$ cat src/rxb_pkg.sv
package rxb_pkg;

   // ********************************************************
   // Register map inside one buffer window
   // ********************************************************
   localparam int         BUF_SHIFT = 10;
   localparam logic [9:0] OFS_CFG   = 10'h000;
   localparam logic [9:0] OFS_CYC   = 10'h004;
   localparam logic [9:0] OFS_STAT  = 10'h008;
   localparam logic [9:0] OFS_HDR   = 10'h00c;
   localparam logic [9:0] OFS_FLG   = 10'h010;
   localparam logic [9:0] OFS_PAY   = 10'h080;

   // ********************************************************
   // Field positions
   // ********************************************************
   localparam int CFG_SLOT_LSB = 0;
   localparam int CFG_CHAN_LSB = 11;
   localparam int CFG_LOCK_BIT = 15;
   localparam int CFG_CAP_LSB  = 16;
   localparam int CYC_REP_LSB  = 0;
   localparam int CYC_OFS_LSB  = 8;
   localparam int STAT_B_LSB   = 8;
   localparam int STAT_UPD     = 5;
   localparam int ST_VF        = 0;
   localparam int ST_NIND      = 4;
   localparam int HDR_LEN_LSB  = 16;
   localparam int HDR_CYC_LSB  = 24;
   localparam int FLG_CHAN_BIT = 5;
   localparam int FLG_PV_BIT   = 6;
   localparam int FLG_EVER_BIT = 7;
   localparam int FLG_CRC_LSB  = 16;

   // ********************************************************
   // Channel sets and reset values
   // ********************************************************
   localparam logic [1:0]  CH_A    = 2'h1;
   localparam logic [1:0]  CH_B    = 2'h2;
   localparam logic [1:0]  CH_AB   = 2'h3;
   localparam logic [31:0] CFG_RST = 32'h0001_0000;
   localparam logic [31:0] CYC_RST = 32'h0000_0001;

   typedef enum logic [1:0] {RXB_IDLE, RXB_NEXT, RXB_COPY} rxb_state_t;

   function automatic logic rxb_rep_legal(input logic [6:0] r);
      case (r)
         7'h01, 7'h02, 7'h04, 7'h05, 7'h08, 7'h0a,
         7'h10, 7'h14, 7'h20, 7'h28, 7'h32, 7'h40: return 1'b1;
         default: return 1'b0;
      endcase
   endfunction

endpackage

$ cat src/rxb_match.sv
`timescale 1ns/1ns
module rxb_match import rxb_pkg::*; (
   input  wire logic [31:0] cfg,
   input  wire logic [31:0] cyc,
   input  wire logic [10:0] slot_id,
   input  wire logic [5:0]  cycle_num,
   input  wire logic        dyn_seg,
   output logic             hit_a,
   output logic             hit_b
);
   logic [6:0] rep;
   logic [6:0] rem;
   logic [1:0] chan;
   logic       base;

   always_comb begin
      rep  = cyc[CYC_REP_LSB +: 7];
      // Repetition is never zero: writes of illegal values are ignored.
      rem  = 7'({1'b0, cycle_num} % rep);
      chan = cfg[CFG_CHAN_LSB +: 2];
      base = (cfg[CFG_SLOT_LSB +: 11] == slot_id) &&
             (rem == {1'b0, cyc[CYC_OFS_LSB +: 6]});
      // A two-channel buffer is a static-segment feature only.
      hit_a = base && chan[0] && !(dyn_seg && chan == CH_AB);
      hit_b = base && chan[1] && !(dyn_seg && chan == CH_AB);
   end

endmodule // rxb_match

$ cat src/rxb_top.sv
// Decided for this implementation: strobed register access and the register addresses.
`timescale 1ns/1ns
module rxb_top import rxb_pkg::*; #(
   parameter int NUM_BUF   = 4,
   parameter int MAX_WORDS = 16
) (
   input  wire logic                               sys_clk,
   input  wire logic                               sys_rst,
   input  wire logic [BUF_SHIFT+$clog2(NUM_BUF)-1:0] reg_addr,
   input  wire logic [31:0]                        reg_wdata,
   input  wire logic                               reg_wr,
   input  wire logic                               reg_rd,
   output logic      [31:0]                        reg_rdata,
   output logic                                    reg_rd_fail,
   input  wire logic                               eng_slot_end,
   input  wire logic [10:0]                        eng_slot_id,
   input  wire logic [5:0]                         current_cycle_number,
   input  wire logic                               eng_dynamic,
   input  wire logic                               eng_tx_claim_a,
   input  wire logic                               eng_tx_claim_b,
   input  wire logic [4:0]                         eng_a_status,
   input  wire logic [4:0]                         eng_b_status,
   input  wire logic [10:0]                        eng_a_frame_id,
   input  wire logic [10:0]                        eng_b_frame_id,
   input  wire logic [6:0]                         eng_a_length,
   input  wire logic [6:0]                         eng_b_length,
   input  wire logic [5:0]                         eng_a_cycle,
   input  wire logic [5:0]                         eng_b_cycle,
   input  wire logic [10:0]                        eng_a_hdr_crc,
   input  wire logic [10:0]                        eng_b_hdr_crc,
   input  wire logic [4:0]                         eng_a_flags,
   input  wire logic [4:0]                         eng_b_flags,
   input  wire logic [15:0]                        eng_pay_word,
   output logic                                    pay_req,
   output logic                                    pay_chan,
   output logic      [6:0]                         pay_idx,
   output logic                                    rx_busy
);
   localparam int BW = $clog2(NUM_BUF);
   localparam int AW = BUF_SHIFT + BW;

   // ********************************************************
   // Storage
   // ********************************************************
   logic [31:0] cfg_q [NUM_BUF];
   logic [31:0] cfg_d [NUM_BUF];
   logic [31:0] cyc_q [NUM_BUF];
   logic [31:0] cyc_d [NUM_BUF];
   logic [15:0] stat_q [NUM_BUF];
   logic [15:0] stat_d [NUM_BUF];
   logic [31:0] hdr_q [NUM_BUF];
   logic [31:0] hdr_d [NUM_BUF];
   logic [31:0] flg_q [NUM_BUF];
   logic [31:0] flg_d [NUM_BUF];
   logic [15:0] pay_mem_q [NUM_BUF*MAX_WORDS];

   rxb_state_t  state_q;
   rxb_state_t  state_d;
   logic [1:0]  jv_q;
   logic [1:0]  jv_d;
   logic [1:0]  jc_q;
   logic [1:0]  jc_d;
   logic [BW-1:0] jb_q [2];
   logic [BW-1:0] jb_d [2];
   logic [BW-1:0] cur_buf_q;
   logic [BW-1:0] cur_buf_d;
   logic        cur_ch_q;
   logic        cur_ch_d;
   logic [6:0]  cnt_q;
   logic [6:0]  cnt_d;
   logic [6:0]  words_q;
   logic [6:0]  words_d;
   logic        req_q;
   logic        req_d;
   logic [6:0]  idx_q;
   logic [6:0]  idx_d;
   logic        busy_q;
   logic        busy_d;
   logic [31:0] rdata_q;
   logic [31:0] rdata_d;
   logic        fail_q;
   logic        fail_d;
   logic        commit;

   // ********************************************************
   // Buffer matching and selection
   // ********************************************************
   logic [NUM_BUF-1:0] hit_a;
   logic [NUM_BUF-1:0] hit_b;
   logic [BW-1:0]      act_a;
   logic [BW-1:0]      act_b;
   logic               a_en;
   logic               b_en;
   logic               a_frame;
   logic               b_frame;
   logic               lock_a;
   logic               lock_b;
   logic [1:0]         w_v;
   logic [1:0]         w_lock;
   logic [1:0]         w_ch;
   logic [BW-1:0]      w_buf [2];

   for (genvar g = 0; g < NUM_BUF; g++) begin : g_match
      rxb_match u_match (
         .cfg       (cfg_q[g]),
         .cyc       (cyc_q[g]),
         .slot_id   (eng_slot_id),
         .cycle_num (current_cycle_number),
         .dyn_seg   (eng_dynamic),
         .hit_a     (hit_a[g]),
         .hit_b     (hit_b[g])
      );
   end

   always_comb begin
      act_a = '0;
      act_b = '0;
      a_en  = 1'b0;
      b_en  = 1'b0;
      // Descending scan so the lowest matching index is kept.
      for (int i = NUM_BUF - 1; i >= 0; i--) begin
         if (hit_a[i]) begin
            act_a = BW'(i);
            a_en  = 1'b1;
         end
         if (hit_b[i]) begin
            act_b = BW'(i);
            b_en  = 1'b1;
         end
      end
      a_en    = a_en && !eng_tx_claim_a;
      b_en    = b_en && !eng_tx_claim_b;
      a_frame = eng_a_status[ST_VF] && eng_a_status[ST_NIND];
      b_frame = eng_b_status[ST_VF] && eng_b_status[ST_NIND];
      lock_a  = cfg_q[act_a][CFG_LOCK_BIT];
      lock_b  = cfg_q[act_b][CFG_LOCK_BIT];
      w_buf[0] = act_a;
      w_buf[1] = act_b;
      w_ch     = 2'b10;
      w_lock   = {lock_b, lock_a};
      if (a_en && b_en && act_a == act_b) begin
         // One two-channel buffer: pick a single frame for it.
         w_v[1] = 1'b0;
         if (a_frame) begin
            w_v[0] = 1'b1;
         end else if (b_frame) begin
            w_v[0] = 1'b1;
            w_ch[0] = 1'b1;
         end else begin
            w_v[0] = 1'b0;
         end
      end else begin
         w_v = {b_en && b_frame, a_en && a_frame};
      end
   end

   // ********************************************************
   // Copy engine
   // ********************************************************
   logic       nk;
   logic [6:0] nlen;
   logic [6:0] ncap;

   always_comb begin
      state_d   = state_q;
      jv_d      = jv_q;
      jc_d      = jc_q;
      jb_d      = jb_q;
      cur_buf_d = cur_buf_q;
      cur_ch_d  = cur_ch_q;
      cnt_d     = cnt_q;
      words_d   = words_q;
      req_d     = 1'b0;
      idx_d     = idx_q;
      commit    = 1'b0;
      nk        = !jv_q[0];
      nlen      = jc_q[nk] ? eng_b_length : eng_a_length;
      ncap      = cfg_q[jb_q[nk]][CFG_CAP_LSB +: 7];
      case (state_q)
         RXB_IDLE: begin
            if (eng_slot_end) begin
               // A locked buffer is skipped whole, never half written.
               jv_d    = w_v & ~w_lock;
               jc_d    = w_ch;
               jb_d    = w_buf;
               state_d = RXB_NEXT;
            end
         end
         RXB_NEXT: begin
            if (|jv_q) begin
               cur_buf_d = jb_q[nk];
               cur_ch_d  = jc_q[nk];
               jv_d[nk]  = 1'b0;
               words_d   = (nlen < ncap) ? nlen : ncap;
               cnt_d     = 7'h00;
               state_d   = RXB_COPY;
            end else begin
               state_d = RXB_IDLE;
            end
         end
         RXB_COPY: begin
            if (cnt_q < words_q) begin
               req_d = 1'b1;
               idx_d = cnt_q;
               cnt_d = cnt_q + 7'h01;
            end else if (!req_q) begin
               commit  = 1'b1;
               state_d = RXB_NEXT;
            end
         end
         default: state_d = RXB_IDLE;
      endcase
      busy_d = (state_d != RXB_IDLE);
   end

   always_ff @(posedge sys_clk) begin
      if (sys_rst) begin
         state_q   <= RXB_IDLE;
         jv_q      <= 2'h0;
         jc_q      <= 2'h0;
         jb_q[0]   <= '0;
         jb_q[1]   <= '0;
         cur_buf_q <= '0;
         cur_ch_q  <= 1'b0;
         cnt_q     <= 7'h00;
         words_q   <= 7'h00;
         req_q     <= 1'b0;
         idx_q     <= 7'h00;
         busy_q    <= 1'b0;
      end else begin
         state_q   <= state_d;
         jv_q      <= jv_d;
         jc_q      <= jc_d;
         jb_q      <= jb_d;
         cur_buf_q <= cur_buf_d;
         cur_ch_q  <= cur_ch_d;
         cnt_q     <= cnt_d;
         words_q   <= words_d;
         req_q     <= req_d;
         idx_q     <= idx_d;
         busy_q    <= busy_d;
      end
   end

   // Payload words land while the buffer is marked busy to the host.
   always_ff @(posedge sys_clk) begin
      if (req_q) begin
         pay_mem_q[int'(cur_buf_q) * MAX_WORDS + int'(idx_q)] <=
            eng_pay_word;
      end
   end

   // ********************************************************
   // Register file
   // ********************************************************
   logic [BW-1:0] wb;
   logic [9:0]    wofs;
   logic [6:0]    wcap;
   logic [6:0]    wrep;
   logic [5:0]    woff;

   always_comb begin
      cfg_d  = cfg_q;
      cyc_d  = cyc_q;
      stat_d = stat_q;
      hdr_d  = hdr_q;
      flg_d  = flg_q;
      wb     = reg_addr[AW-1:BUF_SHIFT];
      wofs   = reg_addr[BUF_SHIFT-1:0];
      wcap   = reg_wdata[CFG_CAP_LSB +: 7];
      wrep   = reg_wdata[CYC_REP_LSB +: 7];
      woff   = reg_wdata[CYC_OFS_LSB +: 6];
      if (wcap == 7'h00) begin
         wcap = 7'h01;
      end else if (wcap > 7'(MAX_WORDS)) begin
         wcap = 7'(MAX_WORDS);
      end
      if (reg_wr && int'(wb) < NUM_BUF) begin
         if (wofs == OFS_CFG) begin
            cfg_d[wb] = {9'h000, wcap, reg_wdata[15:0]};
            flg_d[wb][FLG_PV_BIT]   = 1'b0;
            flg_d[wb][FLG_EVER_BIT] = 1'b0;
         end else if (wofs == OFS_CYC) begin
            if (rxb_rep_legal(wrep) && {1'b0, woff} < wrep) begin
               cyc_d[wb] = {18'h00000, woff, 1'b0, wrep};
            end
         end else if (wofs == OFS_STAT) begin
            stat_d[wb][STAT_UPD] = stat_q[wb][STAT_UPD] &
                                   !reg_wdata[STAT_UPD];
            stat_d[wb][STAT_B_LSB + STAT_UPD] =
               stat_q[wb][STAT_B_LSB + STAT_UPD] &
               !reg_wdata[STAT_B_LSB + STAT_UPD];
         end
      end
      // Engine updates follow the host so a set beats a same-cycle clear.
      if (state_q == RXB_IDLE && eng_slot_end) begin
         if (a_en) begin
            if (lock_a) begin
               flg_d[act_a][FLG_PV_BIT] = 1'b0;
            end else begin
               stat_d[act_a][5:0] = {1'b1, eng_a_status};
            end
         end
         if (b_en) begin
            if (lock_b) begin
               flg_d[act_b][FLG_PV_BIT] = 1'b0;
            end else begin
               stat_d[act_b][STAT_B_LSB +: 6] = {1'b1, eng_b_status};
            end
         end
      end
      if (commit) begin
         // The stored length stays as received so truncation is visible.
         hdr_d[cur_buf_q] = cur_ch_q ?
            {2'h0, eng_b_cycle, 1'b0, eng_b_length, 5'h00, eng_b_frame_id} :
            {2'h0, eng_a_cycle, 1'b0, eng_a_length, 5'h00, eng_a_frame_id};
         flg_d[cur_buf_q] = {5'h00,
            cur_ch_q ? eng_b_hdr_crc : eng_a_hdr_crc, 8'h00,
            2'h3, cur_ch_q,
            cur_ch_q ? eng_b_flags : eng_a_flags};
      end
   end

   always_ff @(posedge sys_clk) begin
      if (sys_rst) begin
         for (int i = 0; i < NUM_BUF; i++) begin
            cfg_q[i]  <= CFG_RST;
            cyc_q[i]  <= CYC_RST;
            stat_q[i] <= 16'h0000;
            hdr_q[i]  <= 32'h0000_0000;
            flg_q[i]  <= 32'h0000_0000;
         end
      end else begin
         cfg_q  <= cfg_d;
         cyc_q  <= cyc_d;
         stat_q <= stat_d;
         hdr_q  <= hdr_d;
         flg_q  <= flg_d;
      end
   end

   // ********************************************************
   // Host read port
   // ********************************************************
   logic [BW-1:0] rb;
   logic [9:0]    rofs;
   logic [9:0]    pofs;
   logic          rbusy;

   always_comb begin
      rdata_d = 32'h0000_0000;
      fail_d  = 1'b0;
      rb      = reg_addr[AW-1:BUF_SHIFT];
      rofs    = reg_addr[BUF_SHIFT-1:0];
      pofs    = rofs - OFS_PAY;
      rbusy   = (state_q == RXB_COPY) && (cur_buf_q == rb);
      if (reg_rd && int'(rb) < NUM_BUF) begin
         if (rofs == OFS_CFG) begin
            rdata_d = cfg_q[rb];
         end else if (rofs == OFS_CYC) begin
            rdata_d = cyc_q[rb];
         end else if (rofs == OFS_STAT) begin
            rdata_d = {16'h0000, stat_q[rb]};
         end else if (rofs == OFS_HDR || rofs == OFS_FLG ||
                      (rofs >= OFS_PAY && pofs[1:0] == 2'h0 &&
                       int'(pofs[9:2]) < MAX_WORDS)) begin
            // A half-copied frame is never shown; the host retries.
            if (rbusy) begin
               fail_d = 1'b1;
            end else if (rofs == OFS_HDR) begin
               rdata_d = hdr_q[rb];
            end else if (rofs == OFS_FLG) begin
               rdata_d = flg_q[rb];
            end else begin
               rdata_d = {16'h0000,
                  pay_mem_q[int'(rb) * MAX_WORDS + int'(pofs[9:2])]};
            end
         end
      end
   end

   always_ff @(posedge sys_clk) begin
      if (sys_rst) begin
         rdata_q <= 32'h0000_0000;
         fail_q  <= 1'b0;
      end else begin
         rdata_q <= rdata_d;
         fail_q  <= fail_d;
      end
   end

   assign reg_rdata   = rdata_q;
   assign reg_rd_fail = fail_q;
   assign pay_req     = req_q;
   assign pay_chan    = cur_ch_q;
   assign pay_idx     = idx_q;
   assign rx_busy     = busy_q;

endmodule // rxb_top

$ cat config.mk
export PLATFORM = sky130hd
export DESIGN_NAME = rxb_top
export DESIGN_NICKNAME = d
export VERILOG_FILES = /design/src/rxb_pkg.sv /design/src/rxb_match.sv /design/src/rxb_top.sv
export SDC_FILE = /design/constraint.sdc
export NUM_CORES = 2
export LEC_CHECK = 0
export BUFFER_PORTS_ARGS = -buffer_cell sky130_fd_sc_hd__buf_2
export CAP_MARGIN = 10
export CORE_UTILIZATION = 50
export CTS_CLUSTER_DIAMETER = 50
export DETAILED_ROUTE_END_ITERATION = 8
export PLACE_DENSITY_LB_ADDON = 0.12
export SKIP_CTS_REPAIR_TIMING = 1
export SKIP_LAST_GASP = 1
export SYNTH_ARGS = -nofsm -noshare
export SYNTH_HDL_FRONTEND = slang
export SYNTH_SLANG_ARGS = --single-unit
$ cat constraint.sdc
create_clock -name sys_clk -period 23.9 [get_ports sys_clk]
set_input_delay 2.39 -clock sys_clk [delete_from_list [all_inputs] [get_ports sys_clk]]
set_output_delay 2.39 -clock sys_clk [all_outputs]
set_load 0.02 [all_outputs]
==> PnR_summary.wiki <==
{| class="wikitable"
! Metric !! Value
|-
| Result of the run || completed
|-
| Total core area || 130000 um^2
|-
| Leading register cell type out of synthesis || edfxtp_1
|-
| Fraction of met2 tracks used by global routing || 41.6%
|-
| Clock tree from TritonCTS || yes
|-
| Worst Setup End Kind || register
|-
| Count of port buffers added during placement || 206
|-
| Number of nets in the layout || 5065
|-
| Via density || 6.09
|-
| Count of cell types in the netlist || 112
|-
| Starting utilization of the core area || 50.5%
|-
| Multi-input combinational cell area || 24900 um^2
|-
| Fin worst setup slack || 10.53 ns
|-
| Routed vias || 40300
|-
| Cell types with the largest area share after synthesis || edfxtp_1 47%, mux4_2 15%, dfxtp_1 13%
|-
| Num rows || 132
|-
| Met1 global-route usage || 37.7%
|-
| Die footprint || 132000 um^2
|-
| Most Used Layer, Global Route || met2
|-
| Count of synthesis-stage warnings from yosys || 0
|-
| Number of setup violations in the final report || 0
|-
| Number of global-route vias before repair || 38500
|-
| Slew at the pin closest to its max-slew limit || 1.22 ns
|-
| R2r startpoint || cyc_q[0]
|-
| Layout overhead on the synthesized area || 12.5%
|-
| Count of boundary I/O pins || 218
|-
| Sequential cell area fraction in the yosys report || 60.1%
|-
| Final routed wire length divided by cell count || 26.1 um
|-
| Biggest area consumer among synthesized cells || edfxtp_1
|-
| Flops & latches, synth || 1455
|-
| H-tree levels || 4
|-
| Static Leakage || 24.8 nW
|-
| Library cell with the highest instance count after synthesis || edfxtp_1
|-
| DP Worst Slack || 9.95 ns
|-
| Clock Skews || 0.0265 ns
|-
| Initial antenna violation count || 16
|-
| Path type of the worst setup path || input port to register
|-
| Pin count of the biggest net entering global routing || 216
|-
| Top delay family on crit path || compound AO/OA/AOI/OAI gates
|-
| Post-Place Cell Area || 68700 um^2
|-
| Setup repair after global routing missed its margin || false
|-
| Die boundary height || 364 um
|-
| Routed Antenna Nets || 0
|-
| Routing usage on met3 || 3.58%
|-
| Worst reg2reg setup slack || 11.78 ns
|-
| Ratio of total power to cell area || 93.6 nW/um^2
|-
| Max-Cap Viols || 0
|-
| Async set or reset register ratio after synthesis || 0%
|-
| Crit path launch type || input port
|-
| Top cells by instance count after synthesis || 1024 x edfxtp_1, 556 x nor2_1, 432 x mux4_2, 431 x dfxtp_1, 237 x nand2_1
|-
| Placed wire-length estimate after detailed placement || 107 mm
|-
| CTS Buf Count || 155
|-
| Aggregate global routing overflow || 0
|-
| Clock root buffer || clkbuf_16
|-
| Critical Path RT || 24.62 ns
|-
| Maximum fanout encountered on the critical timing path || 13
|-
| 1st-iter DRT viols || 4006
|-
| Startpoint of the lowest-slack hold path || jb_q[0]
|-
| DRT Pass-1 Iters || 7
|-
| Worst-case hold path end point || jb_q[0]
|-
| Combined area of all synthesized cells || 65500 um^2
|-
| Peak supply drop || 0.0889 mV
|-
| Length in cells of the worst reg-to-reg path || 42
|-
| Global-route wire length before repair || 254 mm
|-
| Buffers from clock root to sink, at most || 3
|-
| Worst hold path class || register to register
|-
| Final wirelength || 173 mm
|-
| Share of Yosys cell area claimed by the top area cell type || 46.9%
|-
| Post-route clock period utilization || 55.9%
|-
| Total power of the final layout || 6.90 mW
|-
| Post-route DRC violation count || 0
|-
| Sinks on Clock Net || 1455
|-
| Cell type of the slowest stage on the worst timing path || a31oi_1
|-
| Design area || 73700 um^2
|-
| Proportion of layout cells with a drive suffix above 1 || 22.9%
|-
| Worst flop-to-flop path endpoint || jv_q[1]
|-
| Fmax achieved || 74.8 MHz
|-
| Highest cell delay on the worst timing path || 0.69 ns
|-
| Count of flip-flops with a built-in enable after synthesis || 1024
|-
| Slew Limit Fails || 0
|-
| Worst path most repeated cell || ha_1
|-
| Final setup TNS || 0 ns
|-
| Average cell area after synthesis || 14.4 um^2
|-
| Number of instances in the synthesized netlist || 4553
|-
| Width of the chip || 364 um
|-
| Final Critical Period || 13.37 ns
|-
| Crit path buf inv count || 3
|-
| Final hold violations || 0
|-
| Filler Cell Count || 10400
|-
| Storage cell area || 39400 um^2
|-
| Tot GR Track Use || 26.1%
|-
| Clock latency on the worst-skew pair || 0.79 ns
|-
| Worst path arrival time || 14.09 ns
|-
| Register clock-pin slew on the reported worst setup and hold paths || 0.05 ns
|-
| Tightest slew margin relative to the limit || 18.9%
|-
| Count of cells along the worst hold path || 2
|-
| Placer's final routability congestion estimate || 0.877
|}
## stage by stage
stage / util, % / instances / hold slack (ns)
floorplan: - / 4558 / 0.431
global placement: 52.9 / 6336 / 0.441
global route: 56.8 / 6620 / 0.469
finish: 56.8 / 6624 / 0.454
CTS: 56.7 / 6616 / 0.455
detailed placement: 52.9 / 6336 / 0.449
## cell usage in the layout (no fill, tap or decap), drive strengths merged, types with 10 or more instances in the layout
cell,n
o22ai,26
nand2b,24
or3,19
nand2,237
buf,306
o31ai,12
and2,10
and3,19
a21oi,201
nor3b,16
nor2b,38
dfxtp,431
a21boi,15
a21o,28
a211o,12
xor2,76
nand3,45
clkbuf,206
nor4,22
mux2i,166
xnor2,47
clkinv,46
nand4,19
nor3,45
a22oi,27
or2,17
o21a,34
edfxtp,1024
inv,108
nor2,560
mux2,18
o21ai,68
a31oi,19
ha,134
a211oi,185
bufinv,11
mux4,434
o211ai,15
## power by group
group	leakage [nW]	internal [mW]	switching [mW]	total, mW
combinational	9.68	0.734	1.10	1.84
clock	2.44	1.36	0.999	2.36
sequential	12.7	2.69	0.000372	2.70
total	24.8	4.79	2.10	6.90
## how the worst max path moves through the flow
stage | from | end | slack [ns] | cells past startpoint
2_1_floorplan | current_cycle_number[5] | stat_q[16] | 11.82 | 43
5_1_grt | current_cycle_number[5] | jv_q[1] | 9.74 | 41
4_1_cts | current_cycle_number[5] | stat_q[11] | 10.77 | 42
3_5_place_dp | current_cycle_number[5] | stat_q[11] | 9.95 | 42
3_3_place_gp | current_cycle_number[5] | stat_q[11] | 10.03 | 41
6_report | current_cycle_number[5] | jv_q[1] | 10.53 | 42
## worst reg2reg max path, delay by kind of cell, from the launching register on
| family | cells | cell delay [ns] |
|---|---|---|
| AO/OA/AOI/OAI | 16 | 5.46 |
| XOR/XNOR | 1 | 0.31 |
| AND/OR/NAND/NOR | 12 | 2.14 |
| multiplexers | 4 | 1.33 |
| buffers and inverters | 3 | 0.35 |
| flip-flops | 1 | 0.43 |
| adder cells (fa/ha/maj) | 6 | 2.02 |
## layer usage
| metal | part of all wire, % | vias up | wire [um] |
|---|---|---|---|
| li1 | - | 18100 | - |
| met1 | 44 | 20600 | 75400 |
| met4 | 2.2 | 4 | 3720 |
| met2 | 48 | 1367 | 82200 |
| met3 | 6.6 | 224 | 11500 |
| met5 | 0.016 | - | 27 |
## logic make-up (layout without fill, tap and decap cells)
| kind of cell | Yosys count | count (layout) | synth area share [%] |
|---|---|---|---|
| compound gates | 745 | 745 | 7.91 |
| xor+xnor | 124 | 124 | 1.68 |
| fa+ha+maj | 138 | 138 | 2.68 |
| buf+inv | 362 | 679 | 2.16 |
| flops | 1455 | 1455 | 60.1 |
| mux | 618 | 618 | 17.8 |
| other cells | 1 | 13 | 0.00573 |
| simple gates | 1110 | 1110 | 7.65 |
## final cells by class
| class | instances | area share [%] |
|---|---|---|
| sequential | 1455 | 53.4 |
| multi-input combinational | 2741 | 33.8 |
| antenna | 7 | 0.0238 |
| timing repair buffer | 306 | 2.53 |
| inverter | 93 | 0.474 |
| tap | 1742 | 2.96 |
| clock inverter | 74 | 1.08 |
| clock buffer | 206 | 5.69 |
## state kept, by name, indices dropped and copies added, names as in the netlist
signal       flops
flg_q           76
reg_rd_fail      1
cfg_q           92
cnt_q            7
jv_q             2
cur_buf_q        2
state_q          2
cyc_q           52
jb_q             4
hdr_q           96
jc_q             2
pay_idx          7
rx_busy          1
reg_rdata       30
pay_req          1
words_q          7
stat_q          48
pay_chan         1
pay_mem_q     1024
(Power assumes the default switching activity.)
